--- config.mk ---
export PLATFORM = sky130hd
export DESIGN_NAME = adc_sample_sequence_control
export DESIGN_NICKNAME = d
export VERILOG_FILES = /design/src/core/assc_pkg.sv /design/src/core/assc_slot_decode.sv /design/src/core/assc_irq_unit.sv /design/src/core/adc_sample_sequence_control.sv
export SDC_FILE = /design/constraint.sdc
export NUM_CORES = 1
export LEC_CHECK = 0
export BUFFER_PORTS_ARGS = -buffer_cell sky130_fd_sc_hd__clkbuf_2
export CAP_MARGIN = 20
export CORE_MARGIN = 3
export CORE_UTILIZATION = 59
export CTS_CLUSTER_DIAMETER = 80
export DETAILED_ROUTE_END_ITERATION = 6
export GPL_ROUTABILITY_DRIVEN = 0
export PLACE_DENSITY = 0.83
export REMOVE_ABC_BUFFERS = 1
export SYNTH_ARGS = -nofsm -noshare
export SYNTH_HDL_FRONTEND = slang
export SYNTH_SLANG_ARGS = --single-unit
export TNS_END_PERCENT = 5
--- constraint.sdc ---
create_clock -name clk -period 4.6 [get_ports clk]
set_input_delay 0.46 -clock clk [delete_from_list [all_inputs] [get_ports clk]]
set_output_delay 0.46 -clock clk [all_outputs]
set_load 0.01 [all_outputs]
--- src/core/assc_pkg.sv ---
// Shared constants and helpers for the sample sequence control block
package assc_pkg;
   // Bus geometry
   localparam int ASSC_DATA_W = 32;
   localparam int ASSC_ADDR_W = 8;
   // Register byte offsets
   localparam logic [7:0] OFS_CTRL       = 8'h00;
   localparam logic [7:0] OFS_TRIGGER    = 8'h04;
   localparam logic [7:0] OFS_IRQ_STATUS = 8'h08;
   localparam logic [7:0] OFS_IRQ_MASK   = 8'h0C;
   localparam logic [7:0] OFS_SEQ_STATUS = 8'h10;
   localparam logic [7:0] OFS_INPUT_SEL  = 8'h40;
   localparam logic [7:0] OFS_SAMPLE_CTL = 8'h44;
   localparam logic [7:0] OFS_SEQ3_CTL   = 8'hA4;
   // Slot layout: one nibble per slot
   localparam int SLOTS     = 8;
   localparam int SLOT_W    = 3;
   localparam int NIB_W     = 4;
   localparam int MUX_W     = 2;
   localparam int CH_W      = 3;
   localparam int BIT_DIFF  = 0;
   localparam int BIT_LAST  = 1;
   localparam int BIT_IE    = 2;
   localparam int BIT_TS    = 3;
   // Writable bits and the fixed high bit; reserved bits read as zero
   localparam logic [31:0] MUX_MASK  = 32'h33333333;
   localparam logic [31:0] SEQ3_MASK = 32'h0000000F;
   localparam logic [31:0] SEQ3_FIX  = 32'h00000002;
   // Control, trigger and status fields
   localparam int CTRL_EN       = 0;
   localparam int TRIG_GO       = 0;
   localparam int STAT_BUSY     = 0;
   localparam int STAT_SLOT_LSB = 4;
   // Interrupt bits
   localparam int IRQ_W    = 2;
   localparam int IRQ_RAW  = 0;
   localparam int IRQ_DONE = 1;
   // Reset values
   localparam logic [31:0] RST_SAMPLE_CTL = 32'h00000000;
   localparam logic [31:0] RST_INPUT_SEL  = 32'h00000000;
   localparam logic [31:0] RST_SEQ3_CTL   = 32'h00000000;
   localparam logic [31:0] RST_WORD       = 32'h00000000;

   // Nibble of a packed per-slot word
   function automatic logic [NIB_W-1:0] slot_nibble(input logic [31:0] word,
                                                    input logic [SLOT_W-1:0] idx);
      logic [31:0] sh;
      sh = word >> {idx, 2'b00};
      return sh[NIB_W-1:0];
   endfunction

   // Byte-lane merge of a write
   function automatic logic [31:0] be_merge(input logic [31:0] old,
                                            input logic [31:0] wdat,
                                            input logic [3:0]  be);
      logic [31:0] res;
      res = old;
      for (int i = 0; i < 4; i++) begin
         if (be[i]) begin
            res[i*8 +: 8] = wdat[i*8 +: 8];
         end
      end
      return res;
   endfunction
endpackage

--- src/core/assc_slot_decode.sv ---
// Field decode for the slot the sequencer is working on
`timescale 1ns/10ps
`default_nettype none
module assc_slot_decode
   import assc_pkg::*;
(
   input  wire logic [31:0]       ctl_word,
   input  wire logic [31:0]       mux_word,
   input  wire logic [SLOT_W-1:0] slot,
   output logic                   temp_sel,
   output logic                   irq_en,
   output logic                   last,
   output logic                   diff,
   output logic [CH_W-1:0]        pos_ch,
   output logic [CH_W-1:0]        neg_ch
);
   wire logic [NIB_W-1:0] nib;
   wire logic [NIB_W-1:0] mux_nib;
   wire logic [MUX_W-1:0] sel;

   // Pick this slot's nibbles out of both words
   assign nib      = slot_nibble(ctl_word, slot);
   assign mux_nib  = slot_nibble(mux_word, slot);
   assign sel      = mux_nib[MUX_W-1:0];
   assign temp_sel = nib[BIT_TS];
   assign irq_en   = nib[BIT_IE];
   assign last     = nib[BIT_LAST];
   assign diff     = nib[BIT_DIFF];
   // Differential pair i uses pins 2i and 2i+1 single-ended uses pin i
   assign pos_ch   = diff ? {sel, 1'b0} : {1'b0, sel};
   assign neg_ch   = {sel, 1'b1};
endmodule
`default_nettype wire

--- src/core/assc_irq_unit.sv ---
// Sticky interrupt status, mask gating and interrupt output flop
`timescale 1ns/10ps
`default_nettype none
module assc_irq_unit
   import assc_pkg::*;
(
   input  wire logic             clk,
   input  wire logic             reset,
   input  wire logic             ce,
   input  wire logic [IRQ_W-1:0] set_evt,
   input  wire logic [IRQ_W-1:0] clr_bits,
   input  wire logic [IRQ_W-1:0] mask,
   output logic      [IRQ_W-1:0] status,
   output logic                  irq
);
   wire logic [IRQ_W-1:0] next_status;

   // A set in the clearing cycle survives
   assign next_status = (status & ~clr_bits) | set_evt;

   // Status and level interrupt, both registered
   always_ff @(posedge clk or posedge reset) begin
      if (reset) begin
         status <= '0;
         irq    <= 1'b0;
      end else if (ce) begin
         status <= next_status;
         irq    <= |(next_status & mask);
      end
   end
endmodule
`default_nettype wire

--- src/core/adc_sample_sequence_control.sv ---
// Sample sequencer 0 control: registers, slot stepping and converter requests
//
// Functional notes
// - The sample control register is 32 bits, one nibble per slot.
// - Slot n uses bits 4n+3..4n: temperature, irq enable, last, differential.
// - Temperature select converts the internal sensor, else the selected pin.
// - A slot with irq enable raises the raw flag when its conversion ends.
// - The raw flag reaches the interrupt output only while masked in.
// - Several slots may raise the raw flag within one sequence.
// - The slot flagged last ends the sequence; later slots are never requested.
// - The sequence may end at any of the eight slot positions.
// - The single-slot sequencer 3 has its slot 0 last flag fixed high.
// - Differential select samples that slot's inputs differentially unless temperature select is also set.
// - Differential pair number i converts inputs 2i and 2i+1.
// - Single-ended slots convert the pin whose index equals the select field.
`timescale 1ns/10ps
`default_nettype none
module adc_sample_sequence_control
   import assc_pkg::*;
(
   input  wire logic                   clk,
   input  wire logic                   reset,
   input  wire logic                   ce,
   // Avalon-MM slave
   input  wire logic [ASSC_ADDR_W-1:0] avs_address,
   input  wire logic                   avs_read,
   input  wire logic                   avs_write,
   input  wire logic [31:0]            avs_writedata,
   input  wire logic [3:0]             avs_byteenable,
   output logic      [31:0]            avs_readdata,
   output logic                        avs_waitrequest,
   // Sequence start from the trigger source
   input  wire logic                   trigger_in,
   // Converter request and completion
   input  wire logic                   conv_done,
   output logic                        conv_start,
   output logic                        conv_temp_select,
   output logic                        conv_differential,
   output logic      [CH_W-1:0]        conv_pos_channel,
   output logic      [CH_W-1:0]        conv_neg_channel,
   output logic      [SLOT_W-1:0]      conv_slot,
   output logic                        seq_busy,
   output logic                        irq
);
   typedef enum logic [1:0] {
      ASSC_IDLE,
      ASSC_REQUEST,
      ASSC_WAIT_DONE
   } assc_state_t;

   // Registers
   logic [31:0]       sample_control;
   logic [31:0]       input_select;
   logic [31:0]       seq3_control;
   logic              seq_enable;
   logic [IRQ_W-1:0]  irq_mask;
   logic [IRQ_W-1:0]  irq_status;

   // Sequencer state
   assc_state_t       state;
   assc_state_t       next_state;
   logic [SLOT_W-1:0] slot;
   logic [SLOT_W-1:0] next_slot;

   // Bus handshake
   logic              req;
   logic              accept;
   logic              wr_acc;
   logic              rd_acc;
   logic [31:0]       rd_mux;
   logic              hit_ctrl;
   logic              hit_trig;
   logic              hit_istat;
   logic              hit_imask;
   logic              hit_sstat;
   logic              hit_mux;
   logic              hit_ctl;
   logic              hit_seq3;
   logic [31:0]       wr_merged_ctl;
   logic [31:0]       wr_merged_mux;
   logic [31:0]       wr_merged_seq3;
   logic [31:0]       wr_merged_gen;

   // Slot decode results
   logic              d_temp;
   logic              d_ie;
   logic              d_last;
   logic              d_diff;
   logic [CH_W-1:0]   d_pos;
   logic [CH_W-1:0]   d_neg;

   // Events and controls
   logic              go;
   logic              sw_go;
   logic              can_go;
   logic              loading;
   logic              last_pos;
   logic              rd_capture;
   logic              next_waitrequest;
   logic [31:0]       ctrl_word;
   logic [31:0]       seq3_word;
   logic              slot_end;
   logic              seq_end;
   logic [IRQ_W-1:0]  irq_set;
   logic [IRQ_W-1:0]  irq_clr;
   logic [31:0]       seq_status_word;

   // Request is taken at the edge where waitrequest is already low
   assign req    = avs_read | avs_write;
   assign accept = req & ~avs_waitrequest;
   assign wr_acc = accept & avs_write;
   assign rd_acc = accept & avs_read;

   // Address decode
   // Full byte address compared, so aliases of a register read as unmapped
   assign hit_ctrl  = (avs_address == OFS_CTRL);
   assign hit_trig  = (avs_address == OFS_TRIGGER);
   assign hit_istat = (avs_address == OFS_IRQ_STATUS);
   assign hit_imask = (avs_address == OFS_IRQ_MASK);
   assign hit_sstat = (avs_address == OFS_SEQ_STATUS);
   assign hit_mux   = (avs_address == OFS_INPUT_SEL);
   assign hit_ctl   = (avs_address == OFS_SAMPLE_CTL);
   assign hit_seq3  = (avs_address == OFS_SEQ3_CTL);

   // Byte-lane merges for the writable words
   assign wr_merged_ctl  = be_merge(sample_control, avs_writedata, avs_byteenable);
   assign wr_merged_mux  = be_merge(input_select, avs_writedata, avs_byteenable);
   assign wr_merged_seq3 = be_merge(seq3_control, avs_writedata, avs_byteenable);
   assign wr_merged_gen  = be_merge(RST_WORD, avs_writedata, avs_byteenable);

   // Sequencer status word seen by software
   assign seq_status_word = {{(32-STAT_SLOT_LSB-SLOT_W){1'b0}},
                             slot,
                             {(STAT_SLOT_LSB-1){1'b0}},
                             seq_busy};

   // Narrow registers widened to the bus; sequencer 3's fixed last flag reads one
   assign ctrl_word = {31'h00000000, seq_enable};
   assign seq3_word = seq3_control | SEQ3_FIX;

   // Read multiplexer; unmapped offsets read zero
   always_comb begin
      if (hit_ctrl) begin
         rd_mux = ctrl_word;
      end else if (hit_istat) begin
         rd_mux = {30'h00000000, irq_status};
      end else if (hit_imask) begin
         rd_mux = {30'h00000000, irq_mask};
      end else if (hit_sstat) begin
         rd_mux = seq_status_word;
      end else if (hit_mux) begin
         rd_mux = input_select;
      end else if (hit_ctl) begin
         rd_mux = sample_control;
      end else if (hit_seq3) begin
         rd_mux = seq3_word;
      end else begin
         rd_mux = RST_WORD;
      end
   end

   // First edge of a request opens the answer cycle; read data is caught there
   assign next_waitrequest = ~(req & avs_waitrequest);
   assign rd_capture       = req & avs_waitrequest & avs_read;

   // Waitrequest drops for one cycle per request; read data captured with it
   // A registered answer costs a wait state but keeps the bus free of comb paths
   always_ff @(posedge clk or posedge reset) begin
      if (reset) begin
         avs_waitrequest <= 1'b1;
         avs_readdata    <= RST_WORD;
      end else if (ce) begin
         avs_waitrequest <= next_waitrequest;
         if (rd_capture) begin
            avs_readdata <= rd_mux;
         end
      end
   end

   // Status read clears only the bits that were actually returned
   // Read data is used, not live status, so an event in the read cycle survives
   assign irq_clr = (rd_acc & hit_istat) ? avs_readdata[IRQ_W-1:0] : '0;

   // Sample configuration words, written only on the accepting edge
   // Words are read live, so a write mid-run reaches later slots and the last and irq enable flags of the slot in conversion
   always_ff @(posedge clk or posedge reset) begin
      if (reset) begin
         sample_control <= RST_SAMPLE_CTL;
         input_select   <= RST_INPUT_SEL;
         seq3_control   <= RST_SEQ3_CTL;
      end else if (ce & wr_acc) begin
         if (hit_ctl) begin
            sample_control <= wr_merged_ctl;
         end
         if (hit_mux) begin
            input_select <= wr_merged_mux & MUX_MASK;
         end
         if (hit_seq3) begin
            // Last flag of slot 0 is held high, so software cannot clear it
            seq3_control <= (wr_merged_seq3 & SEQ3_MASK) | SEQ3_FIX;
         end
      end
   end

   // Enable and mask registers
   always_ff @(posedge clk or posedge reset) begin
      if (reset) begin
         seq_enable <= 1'b0;
         irq_mask   <= '0;
      end else if (ce & wr_acc) begin
         if (hit_ctrl) begin
            seq_enable <= wr_merged_gen[CTRL_EN];
         end
         if (hit_imask) begin
            irq_mask <= wr_merged_gen[IRQ_W-1:0];
         end
      end
   end

   // Software start: a one written to the trigger bit on the accepting edge
   assign sw_go  = wr_acc & hit_trig & wr_merged_gen[TRIG_GO];
   // Triggers while busy are dropped rather than queued, so none can pile up
   assign can_go = seq_enable & (state == ASSC_IDLE);
   // A trigger starts a sequence only while enabled and idle
   assign go     = can_go & (trigger_in | sw_go);

   // Live decode of the current slot's configuration
   // Decode stays combinational; outputs are registered only in the request cycle
   assc_slot_decode u_decode (
      .ctl_word (sample_control),
      .mux_word (input_select),
      .slot     (slot),
      .temp_sel (d_temp),
      .irq_en   (d_ie),
      .last     (d_last),
      .diff     (d_diff),
      .pos_ch   (d_pos),
      .neg_ch   (d_neg)
   );

   // Conversion of the current slot has finished; stray done pulses are ignored
   assign slot_end = (state == ASSC_WAIT_DONE) & conv_done;
   // Highest slot position; nothing exists beyond it to step to
   assign last_pos = (slot == SLOT_W'(SLOTS-1));
   // The flagged slot ends the run; slot 7 stops it even if software forgot
   assign seq_end  = slot_end & (d_last | last_pos);

   // Interrupt events: per-slot raw flag and sequence completion
   assign irq_set[IRQ_RAW]  = slot_end & d_ie;
   assign irq_set[IRQ_DONE] = seq_end;

   // Sequencer next state
   always_comb begin
      next_state = state;
      next_slot  = slot;
      case (state)
         ASSC_IDLE: begin
            if (go) begin
               next_slot  = '0;
               next_state = ASSC_REQUEST;
            end
         end
         ASSC_REQUEST: begin
            next_state = ASSC_WAIT_DONE;
         end
         ASSC_WAIT_DONE: begin
            if (seq_end) begin
               next_state = ASSC_IDLE;
            end else if (slot_end) begin
               next_slot  = slot + 1'b1;
               next_state = ASSC_REQUEST;
            end
         end
         default: begin
            next_state = ASSC_IDLE;
         end
      endcase
   end

   // State and slot registers
   // Slot keeps its value while idle, so status shows where the last run stopped
   always_ff @(posedge clk or posedge reset) begin
      if (reset) begin
         state <= ASSC_IDLE;
         slot  <= '0;
      end else if (ce) begin
         state <= next_state;
         slot  <= next_slot;
      end
   end

   // Busy level for software and the outside
   // Taken from the next state so busy rises together with the request cycle
   always_ff @(posedge clk or posedge reset) begin
      if (reset) begin
         seq_busy <= 1'b0;
      end else if (ce) begin
         seq_busy <= (next_state != ASSC_IDLE);
      end
   end

   // Request cycle: fields of the current slot are loaded into the outputs
   assign loading = (state == ASSC_REQUEST);

   // Converter request: one-cycle start pulse with source held until the next request
   always_ff @(posedge clk or posedge reset) begin
      if (reset) begin
         conv_start        <= 1'b0;
         conv_temp_select  <= 1'b0;
         conv_differential <= 1'b0;
         conv_pos_channel  <= '0;
         conv_neg_channel  <= '0;
         conv_slot         <= '0;
      end else if (ce) begin
         conv_start <= loading;
         if (loading) begin
            conv_temp_select  <= d_temp;
            // Sensor has no differential path, so temperature wins
            conv_differential <= d_diff & ~d_temp;
            conv_pos_channel  <= d_pos;
            conv_neg_channel  <= d_neg;
            conv_slot         <= slot;
         end
      end
   end

   // Sticky status, mask and interrupt output
   // Done bit lets software tell a finished run from a per-slot interrupt
   assc_irq_unit u_irq (
      .clk      (clk),
      .reset    (reset),
      .ce       (ce),
      .set_evt  (irq_set),
      .clr_bits (irq_clr),
      .mask     (irq_mask),
      .status   (irq_status),
      .irq      (irq)
   );
endmodule
`default_nettype wire

==> results of run 1 <==
stage by stage:
step                      worst slack, ps  power (mW)  cell area, um^2
after floorplan                      1300        1.27             4880
after global placement               2060        1.38             5520
after detailed placement             2020        1.40             5520
after CTS                            1980        2.05             5750
after global routing                 1890        2.13             5750
final                                1980        2.04             5750
flip-flops by register name, indices dropped and copies added (netlist names), 2 cells and up:
register,cells
conv_neg_channel,3
sample_control,32
slot,3
conv_slot,3
u_irq.status,2
state,2
input_select,16
seq3_control,3
conv_pos_channel,3
avs_readdata,32
irq_mask,2
critical path, stage by stage, from the launching register on:
cell and delay (ps):
dfrtp_1 820, mux4_2 590, a2bb2oi_2 150, nand4_1 150, a221o_1 470, mux2_4 330
cells in the final DEF, fill, tap and decap left out, types with 2 or more instances in the layout:
master and n:
dfrtp_1 107, clkbuf_2 97, nand2_1 70, mux2_2 55, o21ai_0 42, a22oi_1 16, clkbuf_8 10, nor2_1 9
inv_1 8, mux4_2 8, and3_1 8, a21oi_1 8, mux2i_1 7, nor3_1 7, nand3_1 6, a22o_1 5
nand2b_1 4, nor4_1 3, o211ai_1 3, nand3b_1 3, mux4_1 3, buf_4 3, a31oi_1 2, a221o_1 2
nor2b_1 2, o31ai_1 2, ha_1 2, inv_6 2, bufinv_16 2
routing by layer:
layer | up-vias | track usage (%) | wire length (um)
li1 | 1727 | - | -
met1 | 1892 | 36.5 | 5150
met2 | 160 | 40.2 | 5620
met3 | 13 | 4.86 | 874
met4 | 0 | 5.01 | 104
met5 | - | 0 | 0
worst max-delay path by stage:
stage	end	slack, ps	startpoint	cells past startpoint
floorplan	avs_readdata[0]$_DFFE_PP0P_	1300	reset	1
global placement	input_select[8]$_DFFE_PP0P_	2060	avs_address[3]	5
detailed placement	input_select[28]$_DFFE_PP0P_	2020	avs_address[3]	5
CTS	slot[0]$_DFFE_PP0P_	1980	slot[0]$_DFFE_PP0P_	5
global route	slot[0]$_DFFE_PP0P_	1890	slot[0]$_DFFE_PP0P_	5
finish	slot[0]$_DFFE_PP0P_	1980	slot[0]$_DFFE_PP0P_	5
cells by family after synthesis:
| kind of cell | after synthesis | synth area share [%] |
|---|---|---|
| adder cells (fa/ha/maj) | 2 | 0.501 |
| flip-flops | 108 | 54.1 |
| buffers and inverters | 36 | 3.03 |
| AND/OR/NAND/NOR | 123 | 11.6 |
| AO/OA/AOI/OAI | 90 | 11.5 |
| multiplexers | 74 | 19.3 |
synth_stat cells, types with 4 or more instances:
master      n  share of area [%]
dfrtp_1   107                 54
nand2_1    70                5.3
mux2_2     55                 12
o21ai_0    42                4.2
clkbuf_1   18                1.4
a22oi_1    16                2.4
inv_1       9               0.68
nor2_1      9               0.68
a21oi_1     8               0.80
and3_1      8                1.0
mux4_2      8                3.6
mux2i_1     7                1.4
nor3_1      7               0.70
buf_2       6               0.60
nand3_1     6               0.60
a22o_1      5               0.88
nand2b_1    4               0.50
layout make-up:
cell class | count | area, um^2 | area share [%]
clock buffers | 10 | 138 | 2.39
multi-input cells | 289 | 2140 | 37.2
repair buffers | 100 | 508 | 8.83
flip-flops and latches | 108 | 2700 | 47.0
clock inverters | 6 | 93.8 | 1.63
inverters | 10 | 40.0 | 0.696
well taps | 102 | 128 | 2.22
power breakdown:
part,switching (mW),internal (mW)
logic,0.147,0.130
clock network,0.331,0.327
registers,0.0970,1.01
==> flow_summary.ini, run 1 <==
[sta]
max_freq_ghz = 0.381
clock_skew_ps = 13.8
finalCritPeriodShare_pct = 57.0
hold_viol = 0
fin_crit_ps = 2620
holdWs_ps = 223
tightest_slew_ps = 1010
grt_setup_unrepaired = false
setup_viol = 0
tns_ps = 0
slew_violations = 0
slew_headroom_pct = 32.4

[status]
status = complete, no violations

[yosys]
yosysWarnings = 0
synth_edf_count = 0
ys.flop_type = dfrtp_1
ys_types = 52
seq_area_frac_synth_pct = 54.1
synth_area_mm2 = 0.00500
synth_area_per_cell_um2 = 11.5
synthCells = 433
ys_ff_latch = 108
async_flop_share_pct = 100

[die]
core_area_mm2 = 0.00797
rows = 32
start_util_pct = 62.7
io_pins = 98
die_w_um = 98.0
dieArea_mm2 = 0.00961
die_h_um = 98.0

[global_routing]
grt_max_degree = 64
grt_usage_pct = 25.2
grt_pass1_wl_um = 19500
antenna_found_initial = 0
grt_overflow = 0
grt_pass1_vias = 3799

[power_and_ir_drop]
total_leakage_power_nw = 2.84
power_density_mw_per_mm2 = 354
ir_drop_mv = 0.233

[route]
ant_nets = 0
drc = 0
wl_per_cell_um = 18.8
vias = 3792
drt_iter0_drc = 209
drtPass1Iterations = 5
routed_via_density = 6.07
wirelength_um = 11800

[clock_tree]
clock_latency_ps = 370
numCtsBuffers = 9
cts_resized = 0
cts_setup_buffers = 0
clock-root-buffer = clkbuf_8
cts-htree-levels = 3
clk_pin_slew_ps = 110
clkSinkCount = 108
cts_tree = yes
clockBufferDepth = 2
hold_buffers = 0

[flow_run]
drv_cap = 0

[final_layout]
layout-drive-gt1-share_pct = 35.8
fillers = 580
post-route-util_pct = 72.2
fin_nets = 571
area_delta_synth_final_pct = 15.1
antenna_cells = 0
final_cells = 625

[worst_setup_path]
cp.required_ps = 4850
r2r-end = slot[0]$_DFFE_PP0P_
start_kind = flip-flop
r2r_start = slot[0]$_DFFE_PP0P_
critPathMaxFanout = 16
r2r_slack_ps = 1980
critPathKind = flip-flop to flip-flop
worstPathArrival_ps = 2880
end_kind = flip-flop
ff2ff_path_depth = 5

[min_path]
hp-class = input port to async pin

[placement]
port_buffers = 97
hpwl_um = 8540
placed_cells = 609
No activity file was read; power rests on OpenSTA's default activity.
==> inputs of run 2 (changes only) <==
--- a/config.mk
+++ b/config.mk
@@ -8,11 +8,11 @@
 export BUFFER_PORTS_ARGS = -buffer_cell sky130_fd_sc_hd__clkbuf_2
 export CAP_MARGIN = 20
 export CORE_MARGIN = 3
-export CORE_UTILIZATION = 59
+export CORE_UTILIZATION = 50
 export CTS_CLUSTER_DIAMETER = 80
 export DETAILED_ROUTE_END_ITERATION = 6
 export GPL_ROUTABILITY_DRIVEN = 0
-export PLACE_DENSITY = 0.83
+export PLACE_DENSITY = 0.74
 export REMOVE_ABC_BUFFERS = 1
 export SYNTH_ARGS = -nofsm -noshare
 export SYNTH_HDL_FRONTEND = slang
==> constraint.sdc (replaced) <==
create_clock -name clk -period 2.14 [get_ports clk]
set_input_delay 0.214 -clock clk [delete_from_list [all_inputs] [get_ports clk]]
set_output_delay 0.214 -clock clk [all_outputs]
set_load 0.01 [all_outputs]
==> flow_summary.ini, run 2 (synthesis gave the netlist of run 1 again) <==
[die]
start_util_pct = 52.8
dieArea_mm2 = 0.0112
die_h_um = 106
core_area_mm2 = 0.00946
io_pins = 98
die_w_um = 106
rows = 35

[final_layout]
reg_top3 = avs_readdata: 32 flops, sample_control: 32 flops, input_select: 16 flops
most-common-layout-cells = dfrtp_1, clkbuf_2, nand2_1
fin_nets = 590
antenna_cells = 0
final_common_cell = dfrtp_1
area_delta_synth_final_pct = 18.9
post-route-util_pct = 62.8
final_cells = 671
layout-drive-gt1-share_pct = 38.0

[sta]
slew_violations = 0
max_freq_ghz = 0.489
slew_headroom_pct = 65.1
grt_setup_unrepaired = false
hold_viol = 0
finalCritPeriodShare_pct = 95.6
setup_viol = 0
tns_ps = 0
clock_skew_ps = 11.1
fin_crit_ps = 2050
tightest_slew_ps = 524

[route]
wl_per_cell_um = 18.1
routed_via_density = 5.72
drc = 0
top_layer = met4
drt-met1-wl_um = 5620
wl_met2_um = 5670
wirelength_um = 12100
drtPass1Iterations = 4
vias = 3838
route.met3.wl_um = 569
ant_nets = 0
drt_iter0_drc = 236

[global_routing]
grt_max_degree = 49
grt_overflow = 0
grt_pass1_vias = 3797
grt_usage_pct = 22.4
grt_pass1_wl_um = 19600
antenna_found_initial = 0

[power_and_ir_drop]
power_density_mw_per_mm2 = 722
switching_share_pct = 29.6
p_seq_share_pct = 53.8
p_comb_share_pct = 17.3
ir_drop_mv = 0.463
fin_total_pwr_mw = 4.29
pwr-share-clk_pct = 28.9
power.internal_mw = 3.02
total_leakage_power_nw = 2.93
p_sw_mw = 1.27

[clock_tree]
clk_pin_slew_ps = 110
cts_setup_buffers = 0
clock-root-buffer = clkbuf_8
clockBufferDepth = 2
cts-htree-levels = 3
clkSinkCount = 108
numCtsBuffers = 9
clock_latency_ps = 370
cts_tree = yes

[placement]
hpwl_um = 9080
port_buffers = 97
placed_cells = 654

[worst_setup_path]
r2r_slack_ps = 90
critPathKind = flip-flop to flip-flop
worstPathArrival_ps = 2310
cp.required_ps = 2400
start_kind = flip-flop
critPathMaxFanout = 5
end_kind = flip-flop

[min_path]
hp-class = input port to flip-flop

[status]
status = complete, no violations

[flow_run]
drv_cap = 0
run 2: cell count changes in the layout (fill, tap and decap cells not counted), moves of 2 or more:
| cell | change |
|---|---|
| inv_8 | +2 |
| bufinv_16 | -2 |
| buf_4 | +15 |
| buf_12 | +3 |
run 2: stage by stage:
stage / hold WS [ps] / area [um^2] / worst slack, ps
2_1_floorplan: 310 / 4880 / -918
3_3_place_gp: 287 / 5730 / 128
3_5_place_dp: 286 / 5730 / 63.3
4_1_cts: 52.1 / 5940 / 54.7
5_1_grt: 45.8 / 5940 / 39.4
6_report: 61.3 / 5940 / 94.8
run 2: power by group through the flow:
stage	Sequential, mW	Clock, mW	Combinational [mW]
floorplan	2.39	0	0.330
global placement	2.34	0	0.726
detailed placement	2.34	0	0.744
CTS	2.30	1.26	0.748
global route	2.33	1.35	0.810
finish	2.31	1.24	0.743
run 2: layer usage:
metal / up-vias / global-route usage, %
li1: 1779 / -
met1: 1914 / 32.1
met2: 124 / 34.6
met3: 21 / 3.52
met4: 0 / 8.33
met5: - / 0
run 2: layout make-up:
cell class,count,area [um^2]
fill,777,3520
sequential,108,2710
multi-input combinational,289,2150
timing repair buffer,119,691
tap,129,161
clock buffer,12,155
clock inverter,4,40.0
inverter,10,40.0
run 2: repair_timing:
action	CTS	global route
endpoints found under the setup margin	0	4
gates resized for setup	0	1
endpoints found under the hold margin	39	0
hold buffers	1	0
run 2: path summary, 6_finish.rpt:
path | end | start | cells after the start
setup / recovery | slot[0]$_DFFE_PP0P_ | slot[0]$_DFFE_PP0P_ | 5
hold / removal | sample_control[23]$_DFFE_PP0P_ | avs_writedata[23] | 2
setup reg to reg | slot[0]$_DFFE_PP0P_ | slot[0]$_DFFE_PP0P_ | 5
hold reg to reg | avs_readdata[10]$_DFFE_PP0P_ | avs_readdata[10]$_DFFE_PP0P_ | 2
max in group asynchronous | avs_waitrequest$_DFFE_PP1P_ | reset | 4
min in group asynchronous | avs_readdata[7]$_DFFE_PP0P_ | reset | 3
run 2: worst max-delay path: stages (launching register included):
cell and delay, ps:
dfrtp_1 470, mux4_2 540, a2bb2oi_2 160, nand4_1 100, a221o_1 370, mux2_4 300
